File: src/verilog/sdm_debug_regs.vh
// Purpose: constants of the single-wire debug mode controller
// Assumes: counts are in debug clock cycles (the block clock)
// Notes: definitions only
`ifndef SDM_DEBUG_REGS_VH
`define SDM_DEBUG_REGS_VH

// ==================================================
// bit timing, in debug clock cycles
`define SDM_BIT_CYC 5'd16
`define SDM_RX_SAMPLE 5'd10
`define SDM_TX_ONE_SPD 5'd7
`define SDM_TX_ZERO_LOW 5'd13
`define SDM_DLY_CYC 5'd16
`define SDM_TIMEOUT 10'd512
`define SDM_SYNC_REQ 8'd128
`define SDM_SYNC_GAP 8'd16
`define SDM_SYNC_LOW 8'd128
`define SDM_INIT_WAIT 2'd3

// ==================================================
// command codes
`define SDM_CMD_BACKGROUND 8'h90
`define SDM_CMD_GO 8'h08
`define SDM_CMD_STEP 8'h10
`define SDM_CMD_READ_STATUS 8'he4
`define SDM_CMD_WRITE_CONTROL 8'hc4
`define SDM_CMD_READ_BKPT 8'he2
`define SDM_CMD_WRITE_BKPT 8'hc2
`define SDM_CMD_READ_BYTE 8'he0
`define SDM_CMD_WRITE_BYTE 8'hc0
`define SDM_CMD_READ_ACC 8'h68
`define SDM_CMD_WRITE_ACC 8'h48
`define SDM_CMD_FORCE_RESET 8'h18

// ==================================================
// status / control byte layout
`define SDM_SC_ENABLE 7
`define SDM_SC_HALTED 6
`define SDM_SC_BKPT_EN 5
`define SDM_SC_BKPT_SEEN 4

`endif
File: src/verilog/sdm_debug_ctl.v
// Purpose: mode selection and serial command engine of a single-wire debug controller
// Assumes: clk is the debug clock (10 MHz); the debug pin is pseudo open drain with pull-up
// Notes: pin split into input, output and output enable; reset cause flags come from
//        the system reset logic and stay valid across the release of rst_n
`timescale 1ns/1ns
`include "sdm_debug_regs.vh"

module sdm_debug_ctl #(
  parameter ADDR_W = 16
) (
  // clock and reset
  input wire clk,
  input wire rst_n,
  // reset cause, held by the system reset logic
  input wire cause_por,
  input wire cause_force,
  // debug pin
  input wire debug_pin_i,
  output reg debug_pin_o,
  output reg debug_pin_oe,
  // core control
  output reg halted_mode,
  output reg wake_pulse,
  output reg step_pulse,
  output reg force_reset_req,
  output reg osc_keep_on,
  output reg watchdog_disable,
  output reg bkpt_hit,
  // instruction fetch watch
  input wire fetch_valid,
  input wire [ADDR_W-1:0] fetch_addr,
  // memory access
  output reg [ADDR_W-1:0] mem_addr,
  output reg [7:0] mem_wdata,
  output reg mem_rd,
  output reg mem_wr,
  input wire [7:0] mem_rdata,
  // accumulator access
  input wire [7:0] acc_rdata,
  output reg [7:0] acc_wdata,
  output reg acc_wr
);

  localparam [2:0] PH_IDLE = 3'd0;
  localparam [2:0] PH_RX = 3'd1;
  localparam [2:0] PH_DLY = 3'd2;
  localparam [2:0] PH_TX = 3'd3;
  localparam [2:0] PH_SYNC = 3'd4;

  // ==================================================
  // pin synchroniser and filtered level
  reg sync1_q;
  reg sync2_q;
  reg sync3_q;
  reg lvl_q;
  wire fall = lvl_q & ~sync2_q & ~sync3_q;
  wire rise = ~lvl_q & sync2_q & sync3_q;

  always @(posedge clk or negedge rst_n) begin
    if (!rst_n) begin
      sync1_q <= 1'b1;
      sync2_q <= 1'b1;
      sync3_q <= 1'b1;
      lvl_q <= 1'b1;
    end else begin
      sync1_q <= debug_pin_i;
      sync2_q <= sync1_q;
      sync3_q <= sync2_q;
      if (sync2_q == sync3_q) begin
        lvl_q <= sync2_q;
      end
    end
  end

  // ==================================================
  // engine state
  reg [2:0] phase_q;
  reg [1:0] stage_q;
  reg [7:0] cmd_q;
  reg [15:0] shift_q;
  reg [4:0] left_q;
  reg bit_on_q;
  reg [4:0] bcnt_q;
  reg [9:0] gap_q;
  reg [7:0] low_q;
  reg [7:0] scnt_q;
  reg [4:0] dly_q;
  reg dly_tx_q;
  reg en_q;
  reg bkpt_en_q;
  reg bkpt_seen_q;
  reg [ADDR_W-1:0] bkpt_q;
  reg [1:0] init_q;
  reg init_done_q;
  wire [15:0] nv = {shift_q[14:0], lvl_q};

  wire [7:0] status = {en_q, halted_mode, bkpt_en_q, bkpt_seen_q, 4'h0};
  // the pin held low across reset is not a bit start
  wire edge_ok = fall & ~debug_pin_oe & (phase_q != PH_SYNC) & init_done_q;
  wire bkpt_match = en_q & bkpt_en_q & ~halted_mode & fetch_valid & (fetch_addr == bkpt_q);

  always @(posedge clk or negedge rst_n) begin
    if (!rst_n) begin
      phase_q <= PH_IDLE;
      stage_q <= 2'd0;
      cmd_q <= 8'h00;
      shift_q <= 16'h0000;
      left_q <= 5'd0;
      bit_on_q <= 1'b0;
      bcnt_q <= 5'd0;
      gap_q <= 10'd0;
      low_q <= 8'h00;
      scnt_q <= 8'h00;
      dly_q <= 5'd0;
      dly_tx_q <= 1'b0;
      en_q <= 1'b0;
      bkpt_en_q <= 1'b0;
      bkpt_seen_q <= 1'b0;
      bkpt_q <= {ADDR_W{1'b0}};
      init_q <= 2'd0;
      init_done_q <= 1'b0;
      debug_pin_o <= 1'b0;
      debug_pin_oe <= 1'b0;
      halted_mode <= 1'b0;
      wake_pulse <= 1'b0;
      step_pulse <= 1'b0;
      force_reset_req <= 1'b0;
      osc_keep_on <= 1'b0;
      watchdog_disable <= 1'b0;
      bkpt_hit <= 1'b0;
      mem_addr <= {ADDR_W{1'b0}};
      mem_wdata <= 8'h00;
      mem_rd <= 1'b0;
      mem_wr <= 1'b0;
      acc_wdata <= 8'h00;
      acc_wr <= 1'b0;
    end else begin
      wake_pulse <= 1'b0;
      step_pulse <= 1'b0;
      bkpt_hit <= 1'b0;
      mem_rd <= 1'b0;
      mem_wr <= 1'b0;
      acc_wr <= 1'b0;
      osc_keep_on <= en_q;
      watchdog_disable <= halted_mode;

      // ==================================================
      // mode choice once the synchroniser has settled after release
      if (!init_done_q) begin
        if (init_q == `SDM_INIT_WAIT) begin
          init_done_q <= 1'b1;
          // pin and error resets never look at the pin; an open pin reads high
          // lvl_q only takes the agreed level on this edge, so read the agreeing flops
          if ((cause_por | cause_force) & ~sync2_q & ~sync3_q) begin
            halted_mode <= 1'b1;
            en_q <= 1'b1;
          end
        end else begin
          init_q <= init_q + 2'd1;
        end
      end

      // single breakpoint comparator
      if (bkpt_match) begin
        halted_mode <= 1'b1;
        bkpt_hit <= 1'b1;
        bkpt_seen_q <= 1'b1;
      end

      // ==================================================
      // falling-edge gap timer and long-low sync request
      if (edge_ok) begin
        gap_q <= 10'd0;
      end else if (gap_q != `SDM_TIMEOUT - 10'd1) begin
        gap_q <= gap_q + 10'd1;
      end
      if (lvl_q & ~debug_pin_oe | (phase_q == PH_SYNC)) begin
        low_q <= 8'h00;
      end else if (~lvl_q & (low_q != `SDM_SYNC_REQ)) begin
        low_q <= low_q + 8'h01;
      end

      if (rise & (low_q == `SDM_SYNC_REQ) & (phase_q != PH_SYNC)) begin
        // a sync request overrides whatever command was under way
        phase_q <= PH_SYNC;
        scnt_q <= 8'h00;
        bit_on_q <= 1'b0;
        debug_pin_oe <= 1'b0;
      end else if ((phase_q != PH_IDLE) & (phase_q != PH_SYNC) & (phase_q != PH_DLY)
                   & (gap_q == `SDM_TIMEOUT - 10'd1)) begin
        // writes only happen on the last bit, so an abort leaves no trace
        phase_q <= PH_IDLE;
        bit_on_q <= 1'b0;
        debug_pin_oe <= 1'b0;
      end else if (phase_q == PH_SYNC) begin
        scnt_q <= scnt_q + 8'h01;
        if (scnt_q == `SDM_SYNC_GAP) begin
          debug_pin_oe <= 1'b1;
          debug_pin_o <= 1'b0;
        end else if (scnt_q == `SDM_SYNC_GAP + `SDM_SYNC_LOW) begin
          debug_pin_o <= 1'b1;
        end else if (scnt_q == `SDM_SYNC_GAP + `SDM_SYNC_LOW + 8'h01) begin
          debug_pin_oe <= 1'b0;
          phase_q <= PH_IDLE;
        end
      end else if (phase_q == PH_DLY) begin
        dly_q <= dly_q + 5'd1;
        if (dly_q == `SDM_DLY_CYC - 5'd1) begin
          if (dly_tx_q) begin
            shift_q <= {mem_rdata, 8'h00};
            left_q <= 5'd8;
            phase_q <= PH_TX;
          end else begin
            phase_q <= PH_IDLE;
          end
        end
      end else begin
        // ==================================================
        // bit window opened by each pod falling edge
        if (edge_ok & ~bit_on_q) begin
          bit_on_q <= 1'b1;
          bcnt_q <= 5'd0;
          if (phase_q == PH_IDLE) begin
            phase_q <= PH_RX;
            stage_q <= 2'd0;
            left_q <= 5'd8;
          end
          if ((phase_q == PH_TX) & ~shift_q[15]) begin
            debug_pin_oe <= 1'b1;
            debug_pin_o <= 1'b0;
          end
        end else if (bit_on_q) begin
          bcnt_q <= bcnt_q + 5'd1;
          if (phase_q == PH_TX) begin
            if (shift_q[15]) begin
              if (bcnt_q == `SDM_TX_ONE_SPD - 5'd1) begin
                debug_pin_oe <= 1'b1;
                debug_pin_o <= 1'b1;
              end else if (bcnt_q == `SDM_TX_ONE_SPD) begin
                debug_pin_oe <= 1'b0;
              end
            end else begin
              if (bcnt_q == `SDM_TX_ZERO_LOW - 5'd1) begin
                debug_pin_o <= 1'b1;
              end else if (bcnt_q == `SDM_TX_ZERO_LOW) begin
                debug_pin_oe <= 1'b0;
              end
            end
            if (bcnt_q == `SDM_BIT_CYC - 5'd1) begin
              bit_on_q <= 1'b0;
              shift_q <= {shift_q[14:0], 1'b0};
              left_q <= left_q - 5'd1;
              if (left_q == 5'd1) begin
                phase_q <= PH_IDLE;
              end
            end
          end else if (bcnt_q == `SDM_RX_SAMPLE) begin
            bit_on_q <= 1'b0;
            shift_q <= {shift_q[14:0], lvl_q};
            left_q <= left_q - 5'd1;
            if (left_q == 5'd1) begin
              phase_q <= PH_IDLE;
              // ==================================================
              // command decode; the serial pin is the only way in
              if (stage_q == 2'd0) begin
                cmd_q <= nv[7:0];
                case (nv[7:0])
                  `SDM_CMD_BACKGROUND: begin
                    if (en_q) begin
                      halted_mode <= 1'b1;
                      wake_pulse <= 1'b1;
                    end
                  end
                  `SDM_CMD_GO: begin
                    if (halted_mode) begin
                      halted_mode <= 1'b0;
                    end
                  end
                  `SDM_CMD_STEP: begin
                    step_pulse <= halted_mode;
                  end
                  `SDM_CMD_READ_STATUS: begin
                    shift_q <= {status, 8'h00};
                    left_q <= 5'd8;
                    phase_q <= PH_TX;
                  end
                  `SDM_CMD_READ_BKPT: begin
                    shift_q <= bkpt_q[15:0];
                    left_q <= 5'd16;
                    phase_q <= PH_TX;
                  end
                  `SDM_CMD_WRITE_CONTROL: begin
                    left_q <= 5'd8;
                    stage_q <= 2'd1;
                    phase_q <= PH_RX;
                  end
                  `SDM_CMD_WRITE_BKPT, `SDM_CMD_READ_BYTE, `SDM_CMD_WRITE_BYTE: begin
                    left_q <= 5'd16;
                    stage_q <= 2'd1;
                    phase_q <= PH_RX;
                  end
                  `SDM_CMD_READ_ACC: begin
                    if (halted_mode) begin
                      shift_q <= {acc_rdata, 8'h00};
                      left_q <= 5'd8;
                      phase_q <= PH_TX;
                    end
                  end
                  `SDM_CMD_WRITE_ACC: begin
                    if (halted_mode) begin
                      left_q <= 5'd8;
                      stage_q <= 2'd1;
                      phase_q <= PH_RX;
                    end
                  end
                  `SDM_CMD_FORCE_RESET: begin
                    force_reset_req <= 1'b1;
                  end
                  default: begin
                    phase_q <= PH_IDLE;
                  end
                endcase
              end else if (stage_q == 2'd1) begin
                case (cmd_q)
                  `SDM_CMD_WRITE_CONTROL: begin
                    en_q <= nv[`SDM_SC_ENABLE];
                    bkpt_en_q <= nv[`SDM_SC_BKPT_EN];
                    // a hit in the same cycle wins over the clear
                    if (~nv[`SDM_SC_BKPT_SEEN] & ~bkpt_match) begin
                      bkpt_seen_q <= 1'b0;
                    end
                  end
                  `SDM_CMD_WRITE_BKPT: begin
                    bkpt_q <= nv[ADDR_W-1:0];
                  end
                  `SDM_CMD_READ_BYTE: begin
                    mem_addr <= nv[ADDR_W-1:0];
                    mem_rd <= 1'b1;
                    dly_q <= 5'd0;
                    dly_tx_q <= 1'b1;
                    phase_q <= PH_DLY;
                  end
                  `SDM_CMD_WRITE_BYTE: begin
                    mem_addr <= nv[ADDR_W-1:0];
                    left_q <= 5'd8;
                    stage_q <= 2'd2;
                    phase_q <= PH_RX;
                  end
                  `SDM_CMD_WRITE_ACC: begin
                    acc_wdata <= nv[7:0];
                    acc_wr <= 1'b1;
                  end
                  default: begin
                    phase_q <= PH_IDLE;
                  end
                endcase
              end else begin
                mem_wdata <= nv[7:0];
                mem_wr <= 1'b1;
                dly_q <= 5'd0;
                dly_tx_q <= 1'b0;
                phase_q <= PH_DLY;
              end
            end
          end
        end
      end
    end
  end

endmodule // sdm_debug_ctl

File: config.mk
export PLATFORM = sky130hd
export DESIGN_NAME = sdm_debug_ctl
export DESIGN_NICKNAME = d
export VERILOG_FILES = /design/src/verilog/sdm_debug_ctl.v
export VERILOG_INCLUDE_DIRS = /design/src /design/src/verilog
export SDC_FILE = /design/constraint.sdc
export NUM_CORES = 1
export LEC_CHECK = 0
export ABC_AREA = 1
export BUFFER_PORTS_ARGS = -buffer_cell sky130_fd_sc_hd__buf_4
export CORE_MARGIN = 1
export CORE_UTILIZATION = 45
export CTS_BUF_LIST = sky130_fd_sc_hd__clkbuf_8 sky130_fd_sc_hd__clkbuf_16
export DETAILED_ROUTE_END_ITERATION = 10
export GPL_TIMING_DRIVEN = 1
export PLACE_DENSITY = 0.72
export RECOVER_POWER = 50
export SYNTH_ARGS = -nofsm -noshare
export SYNTH_HDL_FRONTEND = slang
export SYNTH_SLANG_ARGS = --single-unit
File: constraint.sdc
create_clock -name clk -period 4.8 [get_ports clk]
set_input_delay 0.24 -clock clk [delete_from_list [all_inputs] [get_ports clk]]
set_output_delay 0.24 -clock clk [all_outputs]
set_load 0.01 [all_outputs]
* Word-level counts from Yosys, hierarchy flattened
Index checks and enable logic that the tools add are counted.
** Storage, ports and cells
- Register bits after elaboration :: 142
- Latch bits :: 0
- RAM bits :: 0
- ROM bits :: 0
- Bits of input ports :: 38
- Output and inout port bits :: 44
- Logic and storage cells :: 437
- Memories :: 0
** Operators by class
- Add/sub/neg operators :: 7
- Multipliers :: 0
- Div/mod/pow operators :: 0
- Order comparisons :: 0
- Equal/unequal tests :: 74
- Shift-type cells :: 0
- Muxes and demuxes :: 224
- Bitwise operators :: 44
- Reduce and logical (&&, ||, !) cells :: 51
** Operators by type and width (count)
- two-way mux 16 bit :: 11
- two-way mux 1 bit :: 145
- two-way mux 5 bit :: 25
- equality test 8 bit, second input constant :: 14
- two-way mux 3 bit :: 18
- one-hot mux 16 bit (3 select lines) :: 1
- AND reduction 12 bit :: 4
- AND reduction 9 bit :: 5
- two-way mux 8 bit :: 5
- AND reduction 11 bit :: 3
- equality test 5 x 4 -> 1 bit, second input constant :: 5
- equality test 8 x 5 -> 1 bit, second input constant :: 3
- equality test 8 x 7 -> 1 bit, second input constant :: 3
- two-way mux 2 bit :: 12
- bitwise AND 1 bit :: 23
- nonzero test 3 bit :: 7
- two-way mux 10 bit :: 2
- AND reduction 10 bit :: 2
- inverter 1 bit :: 19
- nonzero test 2 bit :: 9
- nonzero test 6 bit :: 3
- adder 8 x 1 -> 8 bit, second input constant :: 2
- equality test 16 bit :: 1
- inequality test 4 bit, second input constant :: 4
- 44 further kinds :: 74

* Logic depth before layout (Yosys ltp)
- Depth in word-level cells :: 19
- Mapped depth :: 15
- Mapped depth without buffers :: 15

* Worst setup path after synthesis
Ideal clock, no wire load.
- Kind :: register to register
- Start point :: reg bcnt_q[0]
- End point :: reg bkpt_q[14]
- Setup time :: 0.117 ns
- Arrival time :: 1.718 ns
- Data required time :: 4.683 ns
- Path slack :: 2.965 ns
- Stages on the path, launching flop included :: 15
- Buffers on the path :: 1
- Clock period less this slack :: 1.835 ns
- Path through :: dfrtp_1 > inv_1 > ha_1 > inv_1 > nor2_1 > nand2_1 > nor2_2 > inv_1 > nor2_4 > nand2_2 > nor3_2 > nand2_2 > buf_6 > nand2_1 > o21ai_2
** On the way
- Cells in the longest elaborated chain, start to end :: 2
** RTL lines
- start, declared :: line sdm_debug_ctl.v:83 : reg [4:0] bcnt_q;
- start signal, assigned :: line sdm_debug_ctl.v:233 : bcnt_q <= bcnt_q + 5'd1;
- equality test 5 x 4 -> 1 bit (no line)
- AND reduction 12 bit (no line)
- end signal, assigned :: line sdm_debug_ctl.v:119 : bkpt_q <= {ADDR_W{1'b0}};
- end signal, assigned :: line sdm_debug_ctl.v:334 : bkpt_q <= nv[ADDR_W-1:0];
- end, declared :: line sdm_debug_ctl.v:92 : reg [ADDR_W-1:0] bkpt_q;
No other way between the ends.
A chain may end at the register's enable or synchronous reset.

* Final worst setup path
- Start point :: reg low_q[0]
- End point :: reg bkpt_q[11]
** On the way
- Cells in the longest elaborated chain, start to end :: 5
** RTL lines
- start, declared :: line sdm_debug_ctl.v:85 : reg [7:0] low_q;
- start signal, assigned :: line sdm_debug_ctl.v:180 : low_q <= low_q + 8'h01;
- equality test 8 bit (no line)
- bitwise AND 1 bit (2 in a row) :: line sdm_debug_ctl.v:183 : if (rise & (low_q == `SDM_SYNC_REQ) & (phase_q != PH_SYNC)) begin
- inverter 1 bit (no line)
- AND reduction 12 bit (no line)
No other way between the ends.

==> results by group <==
Synthesis
  • Sequential cell area fraction in the yosys report: 43.5%
  • Count of unique library cells instantiated by Yosys: 45
  • Fraction of registers with async set or reset after synthesis: 100%
  • Post-synthesis area per instance: 7.73 um^2
  • Area share of the largest cell type after synthesis: 42.2%
  • Cell area after technology mapping: 8170 um^2
  • Dominant cells by area after synthesis: sky130_fd_sc_hd__dfrtp_1, sky130_fd_sc_hd__nand2_1, sky130_fd_sc_hd__inv_1, sky130_fd_sc_hd__nor2_1, sky130_fd_sc_hd__nand3_1
  • Post-Syn Instances: 1057
  • Synth Net Count: 1111
  • Prevailing post-synth register cell: sky130_fd_sc_hd__dfrtp_1
  • Largest area contributor in the netlist: sky130_fd_sc_hd__dfrtp_1
  • Number of synthesized register bits: 142
  • EDFF count, synth: 0
  • Synth warn: 0

CTS
  • Clock tree root driver cell: sky130_fd_sc_hd__clkbuf_16
  • H-tree levels: 4
  • Clock tree from TritonCTS: built
  • Number of buffers inserted by post-CTS setup repair: 0
  • Clock-pin slew of the registers on the worst-case setup and hold paths: 60 ps
  • Worst-Skew Late Latency: 430 ps
  • Number of buffers inserted for hold repair after clock tree synthesis: 2
  • Total of cells resized after clock tree synthesis: 0
  • Clock sink count: 142
  • Inserted Clock Buffers: 17
  • Buffers from clock root to sink, at most: 2

Floorplan
  • Effective utilization at floorplan: 46.6%
  • # IOs: 82
  • Die outline width: 137 um
  • Full die area: 18700 um^2
  • Number of placement rows: 48
  • Die Span Y: 137 um
  • Area of the core region: 17500 um^2

Status
  • Violated checks: capacitance limit, slew limit
  • Result of the run: finished with violations

Finish
  • Proportion of layout cells with a drive suffix above 1: 14.7%
  • Most common cell after layout, fill and taps aside: sky130_fd_sc_hd__nand2_1
  • Area growth from synthesis to layout: 14.2%
  • Number of inserted diodes: 0
  • Post-Route Utilization: 53.2%
  • Non-filler cells in the finished layout: 1378
  • Most frequent cells in the layout: sky130_fd_sc_hd__nand2_1, sky130_fd_sc_hd__dfrtp_1, sky130_fd_sc_hd__inv_1
  • Post-layout net count: 1194

Setup path
  • Depth of the worst register-to-register path: 10
  • Worst flop-to-flop path endpoint: bkpt_q[11]$_DFFE_PN0P_
  • Worst path arrival time: 3380 ps
  • Max Fanout on Critical Path: 32
  • Ordered list of cells on the worst path: inv_1 -> ha_1 -> nand3_1 -> inv_1 -> nand3_1 -> nand2_1 -> nor2_1 -> nand2_2 -> nand2_1 -> o21ai_2
  • Slowest stage delay, CP: 800 ps
  • Slowest CP cell: sky130_fd_sc_hd__nor2_1
  • Setup crit end kind: register
  • Element type at the critical path start: register
  • Worst setup path category: reg2reg
  • Worst path required time: 5090 ps
  • Start of the worst register-to-register path: low_q[0]$_DFFE_PN0P_
  • Beginning of the critical path: low_q[0]$_DFFE_PN0P_
  • Worst reg2reg setup slack: 1720 ps

STA
  • Fmax: 324 MHz
  • Post-layout min period: 3080 ps
  • Measured slew at the worst slew-check pin: 2350 ps
  • Worst rel slew slack: -56.5%
  • Maximum clock skew at final layout: 10.2 ps
  • Number of failing setup endpoints in the final timing report: 0
  • RSZ-0062 raised after global routing: false
  • Count of final hold-check violations: 0
  • Max-slew violations: 96
  • Accumulated negative setup slack: 0 ps
  • Period utilisation layout: 64.2%

Global route
  • Remaining Overflow, GRT: 0
  • Wire length of the first global-routing pass: 31.8 mm
  • Total Routing Usage GR: 22.0%
  • Number of antenna violations at the first check in global routing: 0
  • Number of global-route vias before repair: 6628
  • Largest net degree at the start of global routing: 96

Hold path
  • Hold Path Cell Cnt: 5
  • Startpoint of the worst hold path: mem_rdata[2]
  • Path category of the worst min-delay check: in2reg
  • Hold worst-path end: shift_q[10]$_DFFE_PN0P_

Route
  • Antenna Violating Nets Remaining: 0
  • Routed wirelength normalized by instance count: 14.0 um
  • Avg Vias per Cell: 5.06
  • Initial DRT Pass Iterations: 5
  • Post-route DRC: 0
  • Vias after detailed routing: 6976
  • Iteration-0 DRC Markers: 412
  • Final wirelength: 19.3 mm

Placed design
  • Port buffer count: 81
  • Final Wtd Congestion: 0.897
  • Placed wire-length estimate after detailed placement: 13.9 mm
  • Count of placed standard cells including taps: 1344

Pwr
  • Design Power: 3910 uW
  • Worst vdd ir: 0.300 mV
  • Leak Pwr: 0.00461 uW
  • Cell area power density: 419 nW/um^2

Job
  • Max capacitance violation total: 1
## synth_stat cells (14+ instances only)
cell                      number
sky130_fd_sc_hd__nor2_1      100
sky130_fd_sc_hd__o21ai_2      31
sky130_fd_sc_hd__dfrtp_1     138
sky130_fd_sc_hd__o21ai_0      51
sky130_fd_sc_hd__xor2_1       14
sky130_fd_sc_hd__o21ai_1      25
sky130_fd_sc_hd__inv_1       126
sky130_fd_sc_hd__ha_1         16
sky130_fd_sc_hd__nand3_1      62
sky130_fd_sc_hd__a21oi_1      21
sky130_fd_sc_hd__nand2_1     318
sky130_fd_sc_hd__nor3_1       22
## through the flow
step	setup slack (ps)	area (um^2)	hold slack [ps]
after detailed placement	2440	8900	349
after floorplan	2960	8170	-55.6
after CTS	2430	9540	131
after global placement	2530	8900	349
final	1720	9340	152
after global routing	1440	9340	182
## flip-flops by register name (all words and copies together) (netlist names), 3 cells and up
name and count:
acc_wdata 8, bcnt_q 5, bkpt_q 16, cmd_q 8, dly_q 5, gap_q 10, left_q 5, low_q 8
mem_addr 16, mem_wdata 8, phase_q 3, scnt_q 8, shift_q 16
## per-layer routing
| layer | wire length, um | share of wire [%] | global-route usage, % |
|---|---|---|---|
| met1 | 9090 | 47 | 28.9 |
| met2 | 8780 | 46 | 35.9 |
| met3 | 985 | 5.1 | 4.59 |
| met4 | 435 | 2.3 | 7.51 |
| met5 | 0 | 0 | 0 |
## worst max-delay path, delay by kind of cell (launching register included)
family                     cells  cell delay, ps
adders and majority gates      1             200
and+or+nand+nor                6            2130
buffers and inverters          2             160
DFF                            1             370
AOI/OAI and AO/OA              1              70
## report_power, final
group | internal (uW) | switching (uW) | total [uW]
Sequential | 1340 | 150 | 1490
Clock | 799 | 561 | 1360
Combinational | 350 | 713 | 1060
## logic make-up (layout without fill, tap and decap cells)
logic type / count (synthesis) / count (layout) / share of synthesized area, %
AOI/OAI and AO/OA: 142 / 142 / 10.5
xor gates and xnor gates: 17 / 17 / 1.82
adders and majority gates: 16 / 16 / 2.45
buffers and inverters: 158 / 254 / 8.56
DFF: 142 / 142 / 43.5
muxes: 1 / 1 / 0.122
and+or+nand+nor: 581 / 581 / 33.0
## worst max path at each step
stage	endpoint	slack, ps	cells after the start
2_1_floorplan	bkpt_q[14]$_DFFE_PN0P_	2960	14
3_3_place_gp	bkpt_q[11]$_DFFE_PN0P_	2530	13
3_5_place_dp	bkpt_q[11]$_DFFE_PN0P_	2440	13
4_1_cts	bkpt_q[11]$_DFFE_PN0P_	2430	13
5_1_grt	bkpt_q[11]$_DFFE_PN0P_	1440	10
6_report	bkpt_q[11]$_DFFE_PN0P_	1720	10
## layout make-up
type | count | area [um^2]
Fill cell | 1729 | 8200
Multi-Input combinational cell | 757 | 3890
Sequential cell | 142 | 3560
Inverter | 138 | 523
Timing Repair Buffer | 84 | 468
Clock buffer | 18 | 439
Tap cell | 225 | 282
Clock inverter | 14 | 178
No activity file was read; power rests on OpenSTA's default activity.
